--- src/uart_ir_map.svh ---
// register offsets, field positions and reset values of the infrared codec and flags block
// assumes a 32-bit avalon-mm slave with byte addresses, one aligned word per register
`ifndef UART_IR_MAP_SVH
`define UART_IR_MAP_SVH

`define UART_IR_OFS_CTRL 4'h0
`define UART_IR_OFS_STAT 4'h4
`define UART_IR_OFS_DATA 4'h8
`define UART_IR_OFS_MATCH 4'hc

// serial_control_register fields
`define UART_IR_CTRL_TIE 0
`define UART_IR_CTRL_TX_COMPLETE_IRQ_ENABLE 1
`define UART_IR_CTRL_RE 2
`define UART_IR_CTRL_IREN 3
`define UART_IR_CTRL_PW_LO 4
`define UART_IR_CTRL_TXFLIP 6
`define UART_IR_CTRL_OSR_LO 8
`define UART_IR_CTRL_RESET 32'h00000f00

// serial_status_register fields
`define UART_IR_STAT_TX_BUFFER_EMPTY_FLAG 0
`define UART_IR_STAT_TC 1
`define UART_IR_STAT_RX_BUFFER_FULL_FLAG 2
`define UART_IR_STAT_IDLE 3
`define UART_IR_STAT_OR 4
`define UART_IR_STAT_NF 5
`define UART_IR_STAT_FE 6
`define UART_IR_STAT_PF 7
`define UART_IR_STAT_M1 8
`define UART_IR_STAT_M2 9
`define UART_IR_STAT_EDGE 10
`define UART_IR_STAT_RXFLIP 11

// match register: first value low, second value high
`define UART_IR_MATCH_SECOND_LO 16
`define UART_IR_MATCH_RESET 32'h00000000

`endif

--- src/uart_ir_pkg.sv ---
// types shared by the infrared codec and flags block
// assumes the field macros of uart_ir_map.svh
package uart_ir_pkg;

  typedef struct packed {
    logic [9:0] data;
    logic noise;
    logic framing;
    logic parity;
  } rx_char_t;

  typedef struct packed {
    logic [4:0] osr_m1;
    logic transmit_polarity_flip;
    logic [1:0] pulse_width_sel;
    logic ir_enable;
    logic receiver_enable;
    logic tx_complete_irq_enable;
    logic tx_buffer_irq_enable;
  } ctrl_t;

endpackage

--- src/uart_infrared_codec_status_flags.sv ---
// infrared pulse encoder/decoder and serial status flags, avalon-mm register slave
// assumes the shifters, baud generator and framing sit outside; osr_tick is one
// clk-wide pulse per oversampling clock and all inputs are synchronous to clk
//
// Notes on behaviour
// zero bit sends one pulse, one sends none
// pulse at bit start, one to four ticks
// transmit flip selects low or high pulse
// received pulse means zero, none means one
// receive flip selects expected pulse polarity
// only 2.4 to 115.2 kbit/s needed
// buffer-empty flag, interrupt when enabled
// complete flag after all sent, interrupt enabled
// flags update even with interrupts disabled
// reading data clears buffer-full flag
// idle flag cleared only by writing one
// idle rearms only after a new character
// error flags set with buffer-full flag
// overrun character leaves error flags alone
// full buffer on arrival sets overrun, discards
// match flags set with buffer-full flag
// active receive edge sets flag, write-one clears
// edge detection only while receiver enabled
// rising edges in first half ignored
// late rising edge gives zero, restarts count
// no edge for full count gives one
// two-bit width setting, only in infrared mode
`include "uart_ir_map.svh"
`timescale 1ns/1ps
`default_nettype none

module uart_infrared_codec_status_flags #(
  parameter int OSR_W = 5
) (
  input wire logic clk,
  input wire logic nrst,
  // avalon-mm slave
  input wire logic [3:0] address,
  input wire logic read,
  input wire logic write,
  input wire logic [3:0] byteenable,
  input wire logic [31:0] writedata,
  output logic [31:0] readdata,
  output logic waitrequest,
  // from the surrounding transmitter
  input wire logic osr_tick,
  input wire logic tx_bit_start,
  input wire logic tx_bit,
  input wire logic tx_buffer_room,
  input wire logic tx_all_sent,
  output logic tx_load,
  output logic [9:0] tx_data,
  // from the surrounding receiver
  input wire logic rx_char_valid,
  input wire uart_ir_pkg::rx_char_t rx_char,
  input wire logic rx_idle_detect,
  output logic rx_serial,
  // pins and request
  input wire logic rxd_pin,
  output logic txd_pin,
  output logic irq
);

  uart_ir_pkg::ctrl_t ctrl;
  logic [31:0] ctrl_word;
  logic [9:0] first_match_value;
  logic [9:0] second_match_value;
  logic receive_polarity_flip;
  logic tx_buffer_empty_flag;
  logic tx_complete_flag;
  logic rx_buffer_full_flag;
  logic idle_flag;
  logic idle_armed;
  logic overrun_flag;
  logic rx_noise_flag;
  logic rx_framing_error_flag;
  logic rx_parity_error_flag;
  logic first_match_flag;
  logic second_match_flag;
  logic rx_pin_edge_flag;
  logic [9:0] rx_data;

  // bus decode
  wire logic req = read | write;
  wire logic take = req & ~waitrequest;
  wire logic take_wr = take & write;
  wire logic take_rd = take & read;
  wire logic [31:0] lane_mask = {{8{byteenable[3]}}, {8{byteenable[2]}},
                                 {8{byteenable[1]}}, {8{byteenable[0]}}};
  wire logic [31:0] wbits = writedata & lane_mask;
  wire logic hit_ctrl = address == `UART_IR_OFS_CTRL;
  wire logic hit_stat = address == `UART_IR_OFS_STAT;
  wire logic hit_data = address == `UART_IR_OFS_DATA;
  wire logic hit_match = address == `UART_IR_OFS_MATCH;
  wire logic [31:0] stat_clr = (take_wr && hit_stat) ? wbits : 32'h00000000;
  wire logic data_read = take_rd & hit_data;

  function automatic logic [31:0] merge(input logic [31:0] old, input logic [31:0] wd,
                                        input logic [31:0] m);
    merge = (old & ~m) | (wd & m);
  endfunction

  // bit 7 of the control word is spare and not part of the packed control
  assign ctrl = uart_ir_pkg::ctrl_t'({ctrl_word[12:8], ctrl_word[6:0]});

  wire logic [31:0] stat_word = {20'h00000, receive_polarity_flip, rx_pin_edge_flag,
    second_match_flag, first_match_flag, rx_parity_error_flag, rx_framing_error_flag,
    rx_noise_flag, overrun_flag, idle_flag, rx_buffer_full_flag, tx_complete_flag,
    tx_buffer_empty_flag};
  wire logic [31:0] match_word = {6'h00, second_match_value, 6'h00, first_match_value};
  wire logic [31:0] match_merged = merge(match_word, writedata, lane_mask);
  wire logic [31:0] next_readdata = hit_ctrl ? {19'h00000, ctrl_word[12:0]} :
                                    hit_stat ? stat_word :
                                    hit_data ? {22'h000000, rx_data} :
                                    hit_match ? match_word : 32'h00000000;

  // one wait state: waitrequest drops the cycle after a request appears
  always_ff @(posedge clk or negedge nrst) begin
    if (!nrst) begin
      waitrequest <= 1'b1;
      readdata <= 32'h00000000;
    end else begin
      waitrequest <= ~(req & waitrequest);
      if (req && waitrequest) begin
        readdata <= next_readdata;
      end
    end
  end

  // control, match and flip registers
  always_ff @(posedge clk or negedge nrst) begin
    if (!nrst) begin
      ctrl_word <= `UART_IR_CTRL_RESET;
      first_match_value <= 10'h000;
      second_match_value <= 10'h000;
      receive_polarity_flip <= 1'b0;
    end else if (take_wr) begin
      if (hit_ctrl) begin
        ctrl_word <= merge(ctrl_word, writedata, lane_mask) & 32'h00001fff;
      end
      if (hit_match) begin
        first_match_value <= match_merged[9:0];
        second_match_value <= match_merged[`UART_IR_MATCH_SECOND_LO +: 10];
      end
      if (hit_stat && byteenable[1]) begin
        receive_polarity_flip <= writedata[`UART_IR_STAT_RXFLIP];
      end
    end
  end

  // transmit data buffer write goes straight to the surrounding transmitter
  always_ff @(posedge clk or negedge nrst) begin
    if (!nrst) begin
      tx_load <= 1'b0;
      tx_data <= 10'h000;
    end else begin
      tx_load <= take_wr & hit_data;
      if (take_wr && hit_data) begin
        tx_data <= writedata[9:0];
      end
    end
  end

  // transmit flags and the single request line
  always_ff @(posedge clk or negedge nrst) begin
    if (!nrst) begin
      tx_buffer_empty_flag <= 1'b1;
      tx_complete_flag <= 1'b1;
      irq <= 1'b0;
    end else begin
      tx_buffer_empty_flag <= tx_buffer_room;
      tx_complete_flag <= tx_all_sent & ~tx_load;
      irq <= (tx_buffer_empty_flag & ctrl.tx_buffer_irq_enable) |
             (tx_complete_flag & ctrl.tx_complete_irq_enable);
    end
  end

  // receive character handling; a data read in the arrival cycle frees the buffer
  wire logic rx_accept = rx_char_valid & (~rx_buffer_full_flag | data_read);
  wire logic rx_overrun = rx_char_valid & rx_buffer_full_flag & ~data_read;

  always_ff @(posedge clk or negedge nrst) begin
    if (!nrst) begin
      rx_data <= 10'h000;
      rx_buffer_full_flag <= 1'b0;
      overrun_flag <= 1'b0;
      rx_noise_flag <= 1'b0;
      rx_framing_error_flag <= 1'b0;
      rx_parity_error_flag <= 1'b0;
      first_match_flag <= 1'b0;
      second_match_flag <= 1'b0;
    end else begin
      if (rx_accept) begin
        rx_data <= rx_char.data;
      end
      rx_buffer_full_flag <= rx_accept | (rx_buffer_full_flag & ~data_read);
      overrun_flag <= rx_overrun | (overrun_flag & ~stat_clr[`UART_IR_STAT_OR]);
      // error and match flags only from accepted characters, set beats clear
      rx_noise_flag <= (rx_accept & rx_char.noise) |
                       (rx_noise_flag & ~stat_clr[`UART_IR_STAT_NF]);
      rx_framing_error_flag <= (rx_accept & rx_char.framing) |
                               (rx_framing_error_flag & ~stat_clr[`UART_IR_STAT_FE]);
      rx_parity_error_flag <= (rx_accept & rx_char.parity) |
                              (rx_parity_error_flag & ~stat_clr[`UART_IR_STAT_PF]);
      first_match_flag <= (rx_accept & (rx_char.data == first_match_value)) |
                          (first_match_flag & ~stat_clr[`UART_IR_STAT_M1]);
      second_match_flag <= (rx_accept & (rx_char.data == second_match_value)) |
                           (second_match_flag & ~stat_clr[`UART_IR_STAT_M2]);
    end
  end

  // idle flag with rearm so a long idle line does not keep setting it
  wire logic idle_set = rx_idle_detect & idle_armed;
  wire logic idle_clr = stat_clr[`UART_IR_STAT_IDLE];

  always_ff @(posedge clk or negedge nrst) begin
    if (!nrst) begin
      idle_flag <= 1'b0;
      idle_armed <= 1'b1;
    end else begin
      idle_flag <= idle_set | (idle_flag & ~idle_clr);
      idle_armed <= rx_accept | (idle_armed & ~idle_clr & ~idle_set);
    end
  end

  // receive pin, normalised so idle is high and a pulse is low
  logic rx_level_prev;
  wire logic rx_level = rxd_pin ^ receive_polarity_flip;
  wire logic rx_fall = rx_level_prev & ~rx_level;
  wire logic rx_rise = ~rx_level_prev & rx_level;

  always_ff @(posedge clk or negedge nrst) begin
    if (!nrst) begin
      rx_level_prev <= 1'b1;
      rx_pin_edge_flag <= 1'b0;
    end else begin
      rx_level_prev <= rx_level;
      rx_pin_edge_flag <= (rx_fall & ctrl.receiver_enable) |
                          (rx_pin_edge_flag & ~stat_clr[`UART_IR_STAT_EDGE]);
    end
  end

  // infrared decoder; counter saturates at the full oversample count
  logic [OSR_W:0] dec_cnt;
  wire logic [OSR_W:0] osr_full = {1'b0, ctrl.osr_m1} + {{OSR_W{1'b0}}, 1'b1};
  wire logic [OSR_W:0] osr_half = osr_full >> 1;
  wire logic dec_idle = dec_cnt >= osr_full;
  wire logic dec_late_rise = rx_rise & (dec_cnt >= osr_half) & ~dec_idle;
  wire logic dec_start = rx_fall & dec_idle;
  wire logic dec_expire = osr_tick & ~dec_idle & (dec_cnt + 1'b1 >= osr_full);

  always_ff @(posedge clk or negedge nrst) begin
    if (!nrst) begin
      dec_cnt <= '1;
      rx_serial <= 1'b1;
    end else if (!ctrl.ir_enable) begin
      dec_cnt <= '1;
      rx_serial <= rx_level;
    end else if (dec_start || dec_late_rise) begin
      dec_cnt <= '0;
      rx_serial <= 1'b0;
    end else if (dec_expire) begin
      dec_cnt <= osr_full;
      rx_serial <= 1'b1;
    end else if (osr_tick && !dec_idle) begin
      dec_cnt <= dec_cnt + {{OSR_W{1'b0}}, 1'b1};
    end
  end

  // infrared encoder; rates above 115.2 kbit/s are not a goal, so the width
  // is counted in oversampling ticks only  R6
  logic [2:0] pulse_left;
  wire logic [2:0] pulse_width = {1'b0, ctrl.pulse_width_sel} + 3'h1;
  wire logic pulse_on = pulse_left != 3'h0;
  wire logic next_pulse = (tx_bit_start & ~tx_bit) | (pulse_on & ~(osr_tick &&
                          pulse_left == 3'h1));

  always_ff @(posedge clk or negedge nrst) begin
    if (!nrst) begin
      pulse_left <= 3'h0;
      txd_pin <= 1'b1;
    end else begin
      if (tx_bit_start) begin
        pulse_left <= tx_bit ? 3'h0 : pulse_width;
      end else if (osr_tick && pulse_on) begin
        pulse_left <= pulse_left - 3'h1;
      end
      if (ctrl.ir_enable) begin
        txd_pin <= ~next_pulse ^ ctrl.transmit_polarity_flip;
      end else begin
        txd_pin <= tx_bit ^ ctrl.transmit_polarity_flip;
      end
    end
  end

endmodule

`default_nettype wire

--- config.mk ---
export PLATFORM = sky130hd
export DESIGN_NAME = uart_infrared_codec_status_flags
export DESIGN_NICKNAME = d
export VERILOG_FILES = /design/src/uart_ir_pkg.sv /design/src/uart_infrared_codec_status_flags.sv
export VERILOG_INCLUDE_DIRS = /design/src /design/src/src
export SDC_FILE = /design/constraint.sdc
export NUM_CORES = 1
export LEC_CHECK = 0
export BUFFER_PORTS_ARGS = -buffer_cell sky130_fd_sc_hd__buf_2
export CAP_MARGIN = 20
export CORE_MARGIN = 4
export CORE_UTILIZATION = 55
export CTS_CLUSTER_SIZE = 10
export DETAILED_ROUTE_END_ITERATION = 8
export PLACE_DENSITY = 0.83
export SLEW_MARGIN = 40
export SYNTH_ARGS = -nofsm -noshare
export SYNTH_HDL_FRONTEND = slang
export SYNTH_SLANG_ARGS = --single-unit
--- constraint.sdc ---
create_clock -name clk -period 4.7 [get_ports clk]
set_clock_uncertainty 0.15 [all_clocks]
set_input_delay 0.47 -clock clk [delete_from_list [all_inputs] [get_ports clk]]
set_output_delay 0.47 -clock clk [all_outputs]
set_load 0.03 [all_outputs]
### Yosys cells after proc, flatten, opt, wreduce, memory -nomap -nowiden

Index checks and enable logic that the tools add are counted.
Widths: inputs -> output; s select.

* $add $sub $neg: 4
* equal/unequal tests: 8
* bitwise gates (word level): 82
* multiplexer cells: 16
* reductions and logical operators: 15
* magnitude comparators: 3

Operator list (number)
* $mux 26: 4
* $and 26x26->26: 2
* $and 1x1->1: 39
* $not 26->26: 1
* $or 26x26->26: 1
* $mux 6: 4
* $eq 10x10->1: 2
* $not 1->1: 20
* $or 1x1->1: 14
* $and 13x13->13: 1
* $or 13x13->13: 1
* $ge 6x6->1: 2
* $mux 11: 1
* $mux 3: 3
* $eq 4x4->1 const B: 2
* $logic_and 1x1->1: 7
* $add 5x1->6 const B: 1
* $add 6x1->6 const B: 1
* $ge 6x5->1: 1
* $reduce_and 2->1: 3
* $eq 4x3->1 const B: 1
* $logic_not 4->1: 1
* $mux 1: 4
* $ne 4x1->1 const B: 1
* other kinds (9): 11

* word-level logic and storage cells: 155
* output and inout port bits: 47
* bits of input ports: 65
* register bits: 113

### Depth between registers and ports, before layout

Gate-level depths: netlist of run 1.

* depth in word-level cells: 9
* mapped depth: 11
* depth with buffers taken out: 11

### Least setup slack after synthesis of run 1

OpenSTA, ideal clock, no wires.

* kind: flip-flop to flip-flop
* start: register with a tool-made name
* end: register dec_cnt[1]
* buffers on the path: 0
* data arrival time: 3.022 ns
* cell stages (with the launch flop): 12
* setup time: 0.083 ns
* period minus slack after synthesis: 3.255 ns
* slack: 1.445 ns
* required time: 4.467 ns
* path through: dfstp_2 -> and3_1 -> xor2_1 -> inv_1 -> ha_1 -> or3_1 -> o22a_1 -> maj3_2 -> a21oi_4 -> nor2_4 -> mux2_4 -> a221o_1

RTL lines
* end signal, assigned: line uart_infrared_codec_status_flags.sv:263 `dec_cnt <= osr_full;`
* end signal, assigned: line uart_infrared_codec_status_flags.sv:266 `dec_cnt <= dec_cnt + {{OSR_W{1'b0}}, 1'b1};`
* end, declared: line uart_infrared_codec_status_flags.sv:244 `logic [OSR_W:0] dec_cnt;`

==> impl_results.md, run 1 <==
* Wire per inst at 18.6 um
* Peak VDD IR at 0.211 mV
* Ys flop type: dfrtp_1
* R2r setup slk at 1190 ps
* Hold Fails Final Rpt at 0
* Die width at 105 um
* Cell area after synthesis at 5170 um2
* Antenna viol nets, final at 0
* Hold Buf Count CTS at 1
* CP Cell Sequence: and3_1 -> xor2_1 -> inv_1 -> ha_1 -> or3_1 -> o22a_1 -> maj3_2 -> a21oi_4 -> nor2_4 -> mux2_4 -> a221o_1
* H-tree levels at 3
* Antenna diodes at 0
* Synth async-reset ratio at 100%
* CORE AREA at 9200 um2
* Post-synth top area cell: dfrtp_1
* Worst setup EP type: flop
* Unrepaired setup endpoints after global routing: no
* First-pass GRT wire length at 21,000 um
* Hold_ws at 31.5 ps
* Max Fclk at 285 MHz
* CTS tree: built
* Final nets at 632
* Post-synth top area share at 42.1%
* Die area at 11,000 um2
* Final instance area at 5950 um2
* Data required, critical path at 4860 ps
* DRC at 0
* Clk sink count at 104
* Reg area at 2620 um2
* Hold EP: tx_buffer_empty_flag$_DFF_PN1_
* Placer Congestion at 0.871
* Register-to-Register Path Depth at 11
* Via count at 3,951
* Commonest non-fill, non-tap cells in the layout: nand2_1 (92), buf_2 (92), dfrtp_1 (87), a22o_1 (25), mux2_2 (23)
* Initial Util at 56.2%
* Largest family of logic cells by synthesized area: multiplexers
* Max transition margin at 55.4%
* Final period util at 74.6%
* Post-synth cell types at 54
* Worst skew pair latency at 380 ps
* Worst Hold Launch: tx_buffer_room
* CP arrival at 3670 ps
* Area Growth Syn to Fin at 15.0%
* Largest net degree at the start of global routing at 74
* Multi-input gate area at 2440 um2
* Clock-pin slew on the worst setup and hold paths at 110 ps
* EDFF count, synth at 0
* Max-cap violation count at 0
* Delay-heaviest family, CP: compound AO/OA/AOI/OAI gates
* Largest stage delay, worst path at 600 ps
* Area share of and/or/nand/nor cells after synthesis at 11.7%
* Post-Route WL at 12,400 um
* Post-synthesis xor/xnor area fraction at 5.25%
* Setup TNS at 0 ps
* Core Rows at 35
* Hold path depth at 1
* Proportion of synthesized area in mux cells at 12.7%
* DIE HEIGHT at 105 um
* Setup Viol. Count Final at 0
* Critical-path top delay cell: dfstp_2
* LEAKAGE at 0.00302 uW
* IO buf count at 93
* Syn. warnings at 0
* Reg-to-Reg End: dec_cnt[3]$_DFFE_PN1P_
* Fillcell total at 728
* Compound-cell area share of the yosys netlist at 11.5%
* Placed instance area at 5740 um2
* First-pass DRT Iterations at 4
* Ratio of cells with drive above 1 in the final layout at 31.4%
* Number of global-route vias before repair at 4,238
* Initial antenna violation count at 0
* Yosys reg bits at 104
* Setup CP Type: reg2reg
* Minimum clock period after layout at 3510 ps
* Max Slew Vio Count at 0
* Hpwl dp at 9240 um
* GRT Residual Overflow at 0
* Initial DRC count at 206
* Buf+Inv Stages, Crit Path at 1
* Cts repair resizes at 0
* Synth area leaders: dfrtp_1 (42%), dfstp_2 (8.6%), nand2_1 (6.7%), mux2_2 (5.0%), ha_1 (4.4%)
* Clock Tree Buf Depth at 2
* Syn Area/Cell at 11.4 um2
* Setup Fix Bufs, Post-CTS at 0
* Hold/Removal Path Class: in2reg
* Via/cell ratio at 5.94
* PwrDens at 387 nW/um2
* Worst Setup Start Kind: flop
* IO Pins at 112
* Post-Synth Adder-Cell Area at 4.98%
* TritonCTS Buffers at 9
* Root buffer cell: clkbuf_8
* Post-Syn Instances at 452
* CP Max Fanout at 8
* GRT Total Usage at 24.3%
* Seq/Total Area, Yosys at 50.7%
* Least-Margin Pin Slew at 666 ps
* Outcome: finished, final reports clean
==> cell usage after synthesis, drive strengths merged, types with 2 or more instances <==
cell	number
and2	3
mux2	36
inv	16
a21boi	2
nor2	11
and3	5
maj3	3
ha	18
xnor2	12
a31oi	2
nand2b	3
dfrtp	87
mux4	10
o22ai	2
dfstp	17
clkbuf	8
nand4	2
o31ai	3
a22o	25
nor4	5
mux2i	2
o21ai	18
a221o	5
nand2	92
xor2	19
nand3	7
nor3	4
buf	10
a21oi	10
or3	2
==> worst max path at each step <==
stage	endpoint	cells after the start	slack, ps
finish	dec_cnt[3]$_DFFE_PN1P_	11	1190
CTS	dec_cnt[1]$_DFFE_PN1P_	11	1190
floorplan	dec_cnt[1]$_DFFE_PN1P_	11	1440
global route	dec_cnt[3]$_DFFE_PN1P_	11	1040
detailed placement	dec_cnt[3]$_DFFE_PN1P_	11	1190
global placement	dec_cnt[1]$_DFFE_PN1P_	11	1260
==> area by class of cell <==
cell class                      instances  share of cell area [%]
Tap cell                              111                    2.34
Multi-Input combinational cell        322                    41.0
Clock buffer                           10                    2.15
Clock inverter                          6                    1.05
Sequential cell                       104                    44.1
Inverter                               16                    1.01
Timing Repair Buffer                   96                    8.35
==> stage by stage <==
stage | instances | total power (uW) | setup slack (ps) | util (%)
floorplan | 460 | 1580 | 1440 | -
global placement | 648 | 1740 | 1260 | 62.3
detailed placement | 648 | 1770 | 1190 | 62.4
CTS | 665 | 2310 | 1190 | 64.6
global route | 665 | 2430 | 1040 | 64.7
finish | 665 | 2300 | 1190 | 64.7
==> power breakdown <==
part | switching (uW) | internal (uW) | leakage, uW
Clock | 335 | 207 | 0.0000961
Combinational | 358 | 265 | 0.00160
Sequential | 103 | 1040 | 0.00132
Total | 796 | 1510 | 0.00302
==> metal layers <==
| layer | global-route usage [%] | part of all wire [%] | up-vias |
|---|---|---|---|
| li1 | - | - | 1776 |
| met1 | 29.9 | 41 | 2006 |
| met2 | 40.5 | 50 | 130 |
| met3 | 6.18 | 5.9 | 39 |
| met4 | 10.3 | 3.1 | 0 |
| met5 | 0 | 0 | - |
==> cells by family after synthesis <==
kind of cell | count (synthesis)
AND/OR/NAND/NOR | 137
flip-flops | 104
AO/OA/AOI/OAI | 76
multiplexers | 48
buffers and inverters | 34
XOR/XNOR | 31
adder cells (fa/ha/maj) | 21
other | 1
No activity file was read; power rests on OpenSTA's default activity.
==> inputs of run 2 (changes only) <==
- ABC_AREA: not set -> 1
- CORE_UTILIZATION: 55 -> 50
- PLACE_DENSITY: 0.83 -> 0.79
- clock period: 4.7 -> 2.8 ns (I/O delays scaled with it)
==> run 2 against run 1 <==
Net effect:
- cell area rose by 7.5%
- register-to-register slack got worse by 970 ps
- combinational power rose by 93%
- critical path depth rose by 2
- global-route usage fell by 1.9 points
- via count rose by 21%
- worst hold slack got worse by 14 ps
- critical path type unchanged
==> impl_results.md, run 2 <==
* Outcome: finished, final reports clean
* DRC at 0 (unchanged)
* Synth area leaders: dfrtp_1 (40%), nand2_1 (8.7%), dfstp_2 (8.2%), inv_1 (5.6%), o21ai_0 (5.6%)
* Post-synth cell types at 43 (-20%)
* Clock share of power at 23.5% (about the same)
* Critical-path top delay cell: dfstp_2
* Post-Syn Instances at 641 (+42%)
* Fillcell total at 923 (+27%)
* GRT Residual Overflow at 0 (unchanged)
* CP Cell Sequence: ha_1 -> xnor2_2 -> ha_1 -> nand2_1 -> nand3_1 -> nor2_2 -> nor2_2 -> nor2_4 -> nand2_4 -> nand2_8 -> nand3_4 -> nor2_1 -> a21oi_1
* Flop pwr share at 47.2% (-2.2 points)
* Cell area after synthesis at 5460 um2 (+5.6%)
* IO Pins at 112 (unchanged)
* Hpwl dp at 10,500 um (+13%)
* CORE AREA at 10,500 um2 (+14%)
* TritonCTS Buffers at 9 (unchanged)
* Commonest cells post-synth: nand2_1 (126), dfrtp_1 (87), inv_1 (82), o21ai_0 (61), nor2_1 (47)
* Ratio of cells with drive above 1 in the final layout at 22.7% (-8.7 points)
* Placer Congestion at 0.941 (+8.0%)
* Area Growth Syn to Fin at 17.0%
* R2r setup slk at 230 ps (-970 ps)
* Register-to-Register Path Depth at 13 (+2)
* Buf+Inv Stages, Crit Path at 0 (-1)
* Yosys reg bits at 104 (unchanged)
* Commonest non-fill, non-tap cells in the layout: nand2_1 (126), buf_2 (92), dfrtp_1 (87), inv_1 (82), o21ai_0 (61)
* Setup CP Type: reg2reg
* First-pass DRT Iterations at 6 (+2)
* Post-layout util at 61.1% (-3.6 points)
* Minimum clock period after layout at 2570 ps (-933 ps)
* Delay-heaviest family, CP: simple AND/OR/NAND/NOR gates
* Reg area at 2620 um2 (unchanged)
* Syn Area/Cell at 8.52 um2 (-26%)
* Clock Tree Buf Depth at 2 (unchanged)
* Syn. warnings at 0 (unchanged)
* Root buffer cell: clkbuf_8
* Data required, critical path at 2950 ps (-1910 ps)
* Psw at 1480 uW (+86%)
* Reg-to-Reg End: dec_cnt[0]$_DFFE_PN1P_
* Hold Fails Final Rpt at 0 (unchanged)
* CP Max Fanout at 9 (+1)
* Worst Setup Start Kind: flop
* Synth async-reset ratio at 100% (unchanged)
* Core Rows at 37 (+5.7%)
* Max Fclk at 388 MHz (+36%)
* Clk sink count at 104 (unchanged)
* Die width at 113 um (+7.2%)
* Max transition margin at 61.1% (+5.7 points)
* Worst skew pair latency at 380 ps (about the same)
* Setup Viol. Count Final at 0 (unchanged)
* WP depth at 13 (+2)
* Switching share of total power at 36.0% (+1.4 points)
* Seq/Total Area, Yosys at 48.0% (-2.7 points)
* Final period util at 91.9% (+17 points)
* Multi-input gate area at 2400 um2 (-1.6%)
* Ys flop type: dfrtp_1
* Via count at 4,785 (+21%)
* Initial antenna violation count at 0 (unchanged)
* Max-cap violation count at 0 (unchanged)
* Unrepaired setup endpoints after global routing: no
* Worst setup EP type: flop
* Antenna viol nets, final at 0 (unchanged)
* Setup TNS at 0 ps (unchanged)
* Count leader, synth: nand2_1
* Cell Int Power at 2630 uW (+74%)
* H-tree levels at 3 (unchanged)
* Post-Route WL at 13,700 um (+11%)
* Least-Margin Pin Slew at 584 ps (-82.4 ps)
* EDFF count, synth at 0 (unchanged)
* GRT Total Usage at 22.3% (-1.9 points)
* Clock-pin slew on the worst setup and hold paths at 90 ps (-20 ps)
* Worst Setup EP: dec_cnt[0]$_DFFE_PN1P_
* First-pass GRT wire length at 23,000 um (+9.3%)
* LEAKAGE at 0.00314 uW (+4.1%)
* CP arrival at 2730 ps (-940 ps)
* Max Slew Vio Count at 0 (unchanged)
* Wire per inst at 15.4 um (-17%)
* Peak VDD IR at 0.361 mV (+71%)
* IO buf count at 93 (unchanged)
* Initial DRC count at 342 (+66%)
* Number of global-route vias before repair at 4,759 (+12%)
* Antenna diodes at 0 (unchanged)
* Comb pwr share at 29.3% (+2.3 points)
* Largest stage delay, worst path at 610 ps (about the same)
* Largest net degree at the start of global routing at 62 (-16%)
* PwrDens at 642 nW/um2 (+66%)
* DIE HEIGHT at 113 um (+7.2%)
* Hold/Removal Path Class: in2reg
* Via/cell ratio at 5.38 (-9.4%)
* Post-synth top area share at 39.9% (-2.2 points)
* CTS tree: built
* Post-synth top area cell: dfrtp_1
* Initial Util at 52.2% (-4.0 points)
* Final nets at 831 (+31%)
* Commonest non-fill, non-tap cell in the layout: nand2_1
* Die area at 12,700 um2 (+15%)
-- run 2: changes by cell type after synthesis, sizes merged, moves of 6 or more --
cell	previous run	this run
inv	16	84
nand4	2	15
a21oi	10	23
nor2	11	55
buf	10	16
nand3	7	34
o22ai	2	11
mux2	36	5
nand2	92	137
mux4	10	0
xor2	19	6
o21ai	18	78
a22o	25	1
-- run 2: logic make-up (layout without fill, tap and decap cells) --
logic type	count (synthesis)	after routing	share of synthesized area, %
buf+inv	111	215	8.75
compound gates	139	139	14.5
flops	104	104	48.0
xor+xnor	14	14	2.25
mux	5	5	1.03
simple gates	249	249	21.2
other cells	1	9	0.0687
fa+ha+maj	18	18	4.12
-- run 2: metrics by stage --
| stage | area, um2 | total power (uW) | instances | setup WS [ps] | hold WS [ps] |
|---|---|---|---|---|---|
| detailed placement | 6040 | 3150 | 859 | 162 | 173 |
| CTS | 6380 | 4120 | 889 | 154 | 0.929 |
| floorplan | 5490 | 2790 | 649 | 422 | -166 |
| global route | 6390 | 4370 | 889 | 15.7 | 11.1 |
| global placement | 6040 | 3090 | 859 | 235 | 163 |
| finish | 6390 | 4110 | 889 | 226 | 17.8 |
-- run 2: worst min-delay path by stage --
stage / start / endpoint / slack [ps] / cells past startpoint
floorplan: nrst / asynchronous set/reset pin / -170 / 0
global placement: nrst / asynchronous set/reset pin / 160 / 1
detailed placement: nrst / readdata[17]$_DFFE_PN0P_ / 170 / 1
CTS: writedata[12] / flop / 0.9 / 3
global route: rx_char[0] / rx_parity_error_flag$_DFF_PN0_ / 10 / 3
finish: rx_char[2] / rx_noise_flag$_DFF_PN0_ / 20 / 3
-- run 2: per-layer routing --
layer	wire length [um]	vias to the layer above	GRT usage, %
li1	-	2310	-
met5	0	-	0
met1	5970	2295	29.5
met3	827	21	4.64
met4	235	0	7.29
met2	6690	159	36.8
-- run 2: tightest hold or removal path, stage by stage --
cell and delay (ps):
buf_2 80, nand3_1 70, nand2_1 70
-- run 2: repair_timing --
| item | in CTS | in global routing |
|---|---|---|
| setup endpoints to repair | 0 | 6 |
| buffers inserted | 0 | 0 |
| hold endpoints to repair | 57 | 0 |
| hold buffers | 14 | 0 |
| gates resized for setup | 0 | 1 |
-- run 2: cell type report --
type	instances	area share, %
Inverter	84	4.93
Multi-Input combinational cell	434	37.5
Tap cell	136	2.66
Timing Repair Buffer	115	10.6
Clock inverter	6	1.04
Clock buffer	10	2.15
Sequential cell	104	41.1
-- run 2: power groups by stage --
stage	Combinational (uW)	Sequential, uW	Clock (uW)
3_5_place_dp	1180	1960	0
4_1_cts	1200	1940	981
5_1_grt	1360	1970	1050
6_report	1200	1940	966
2_1_floorplan	719	2070	0
3_3_place_gp	1140	1950	0
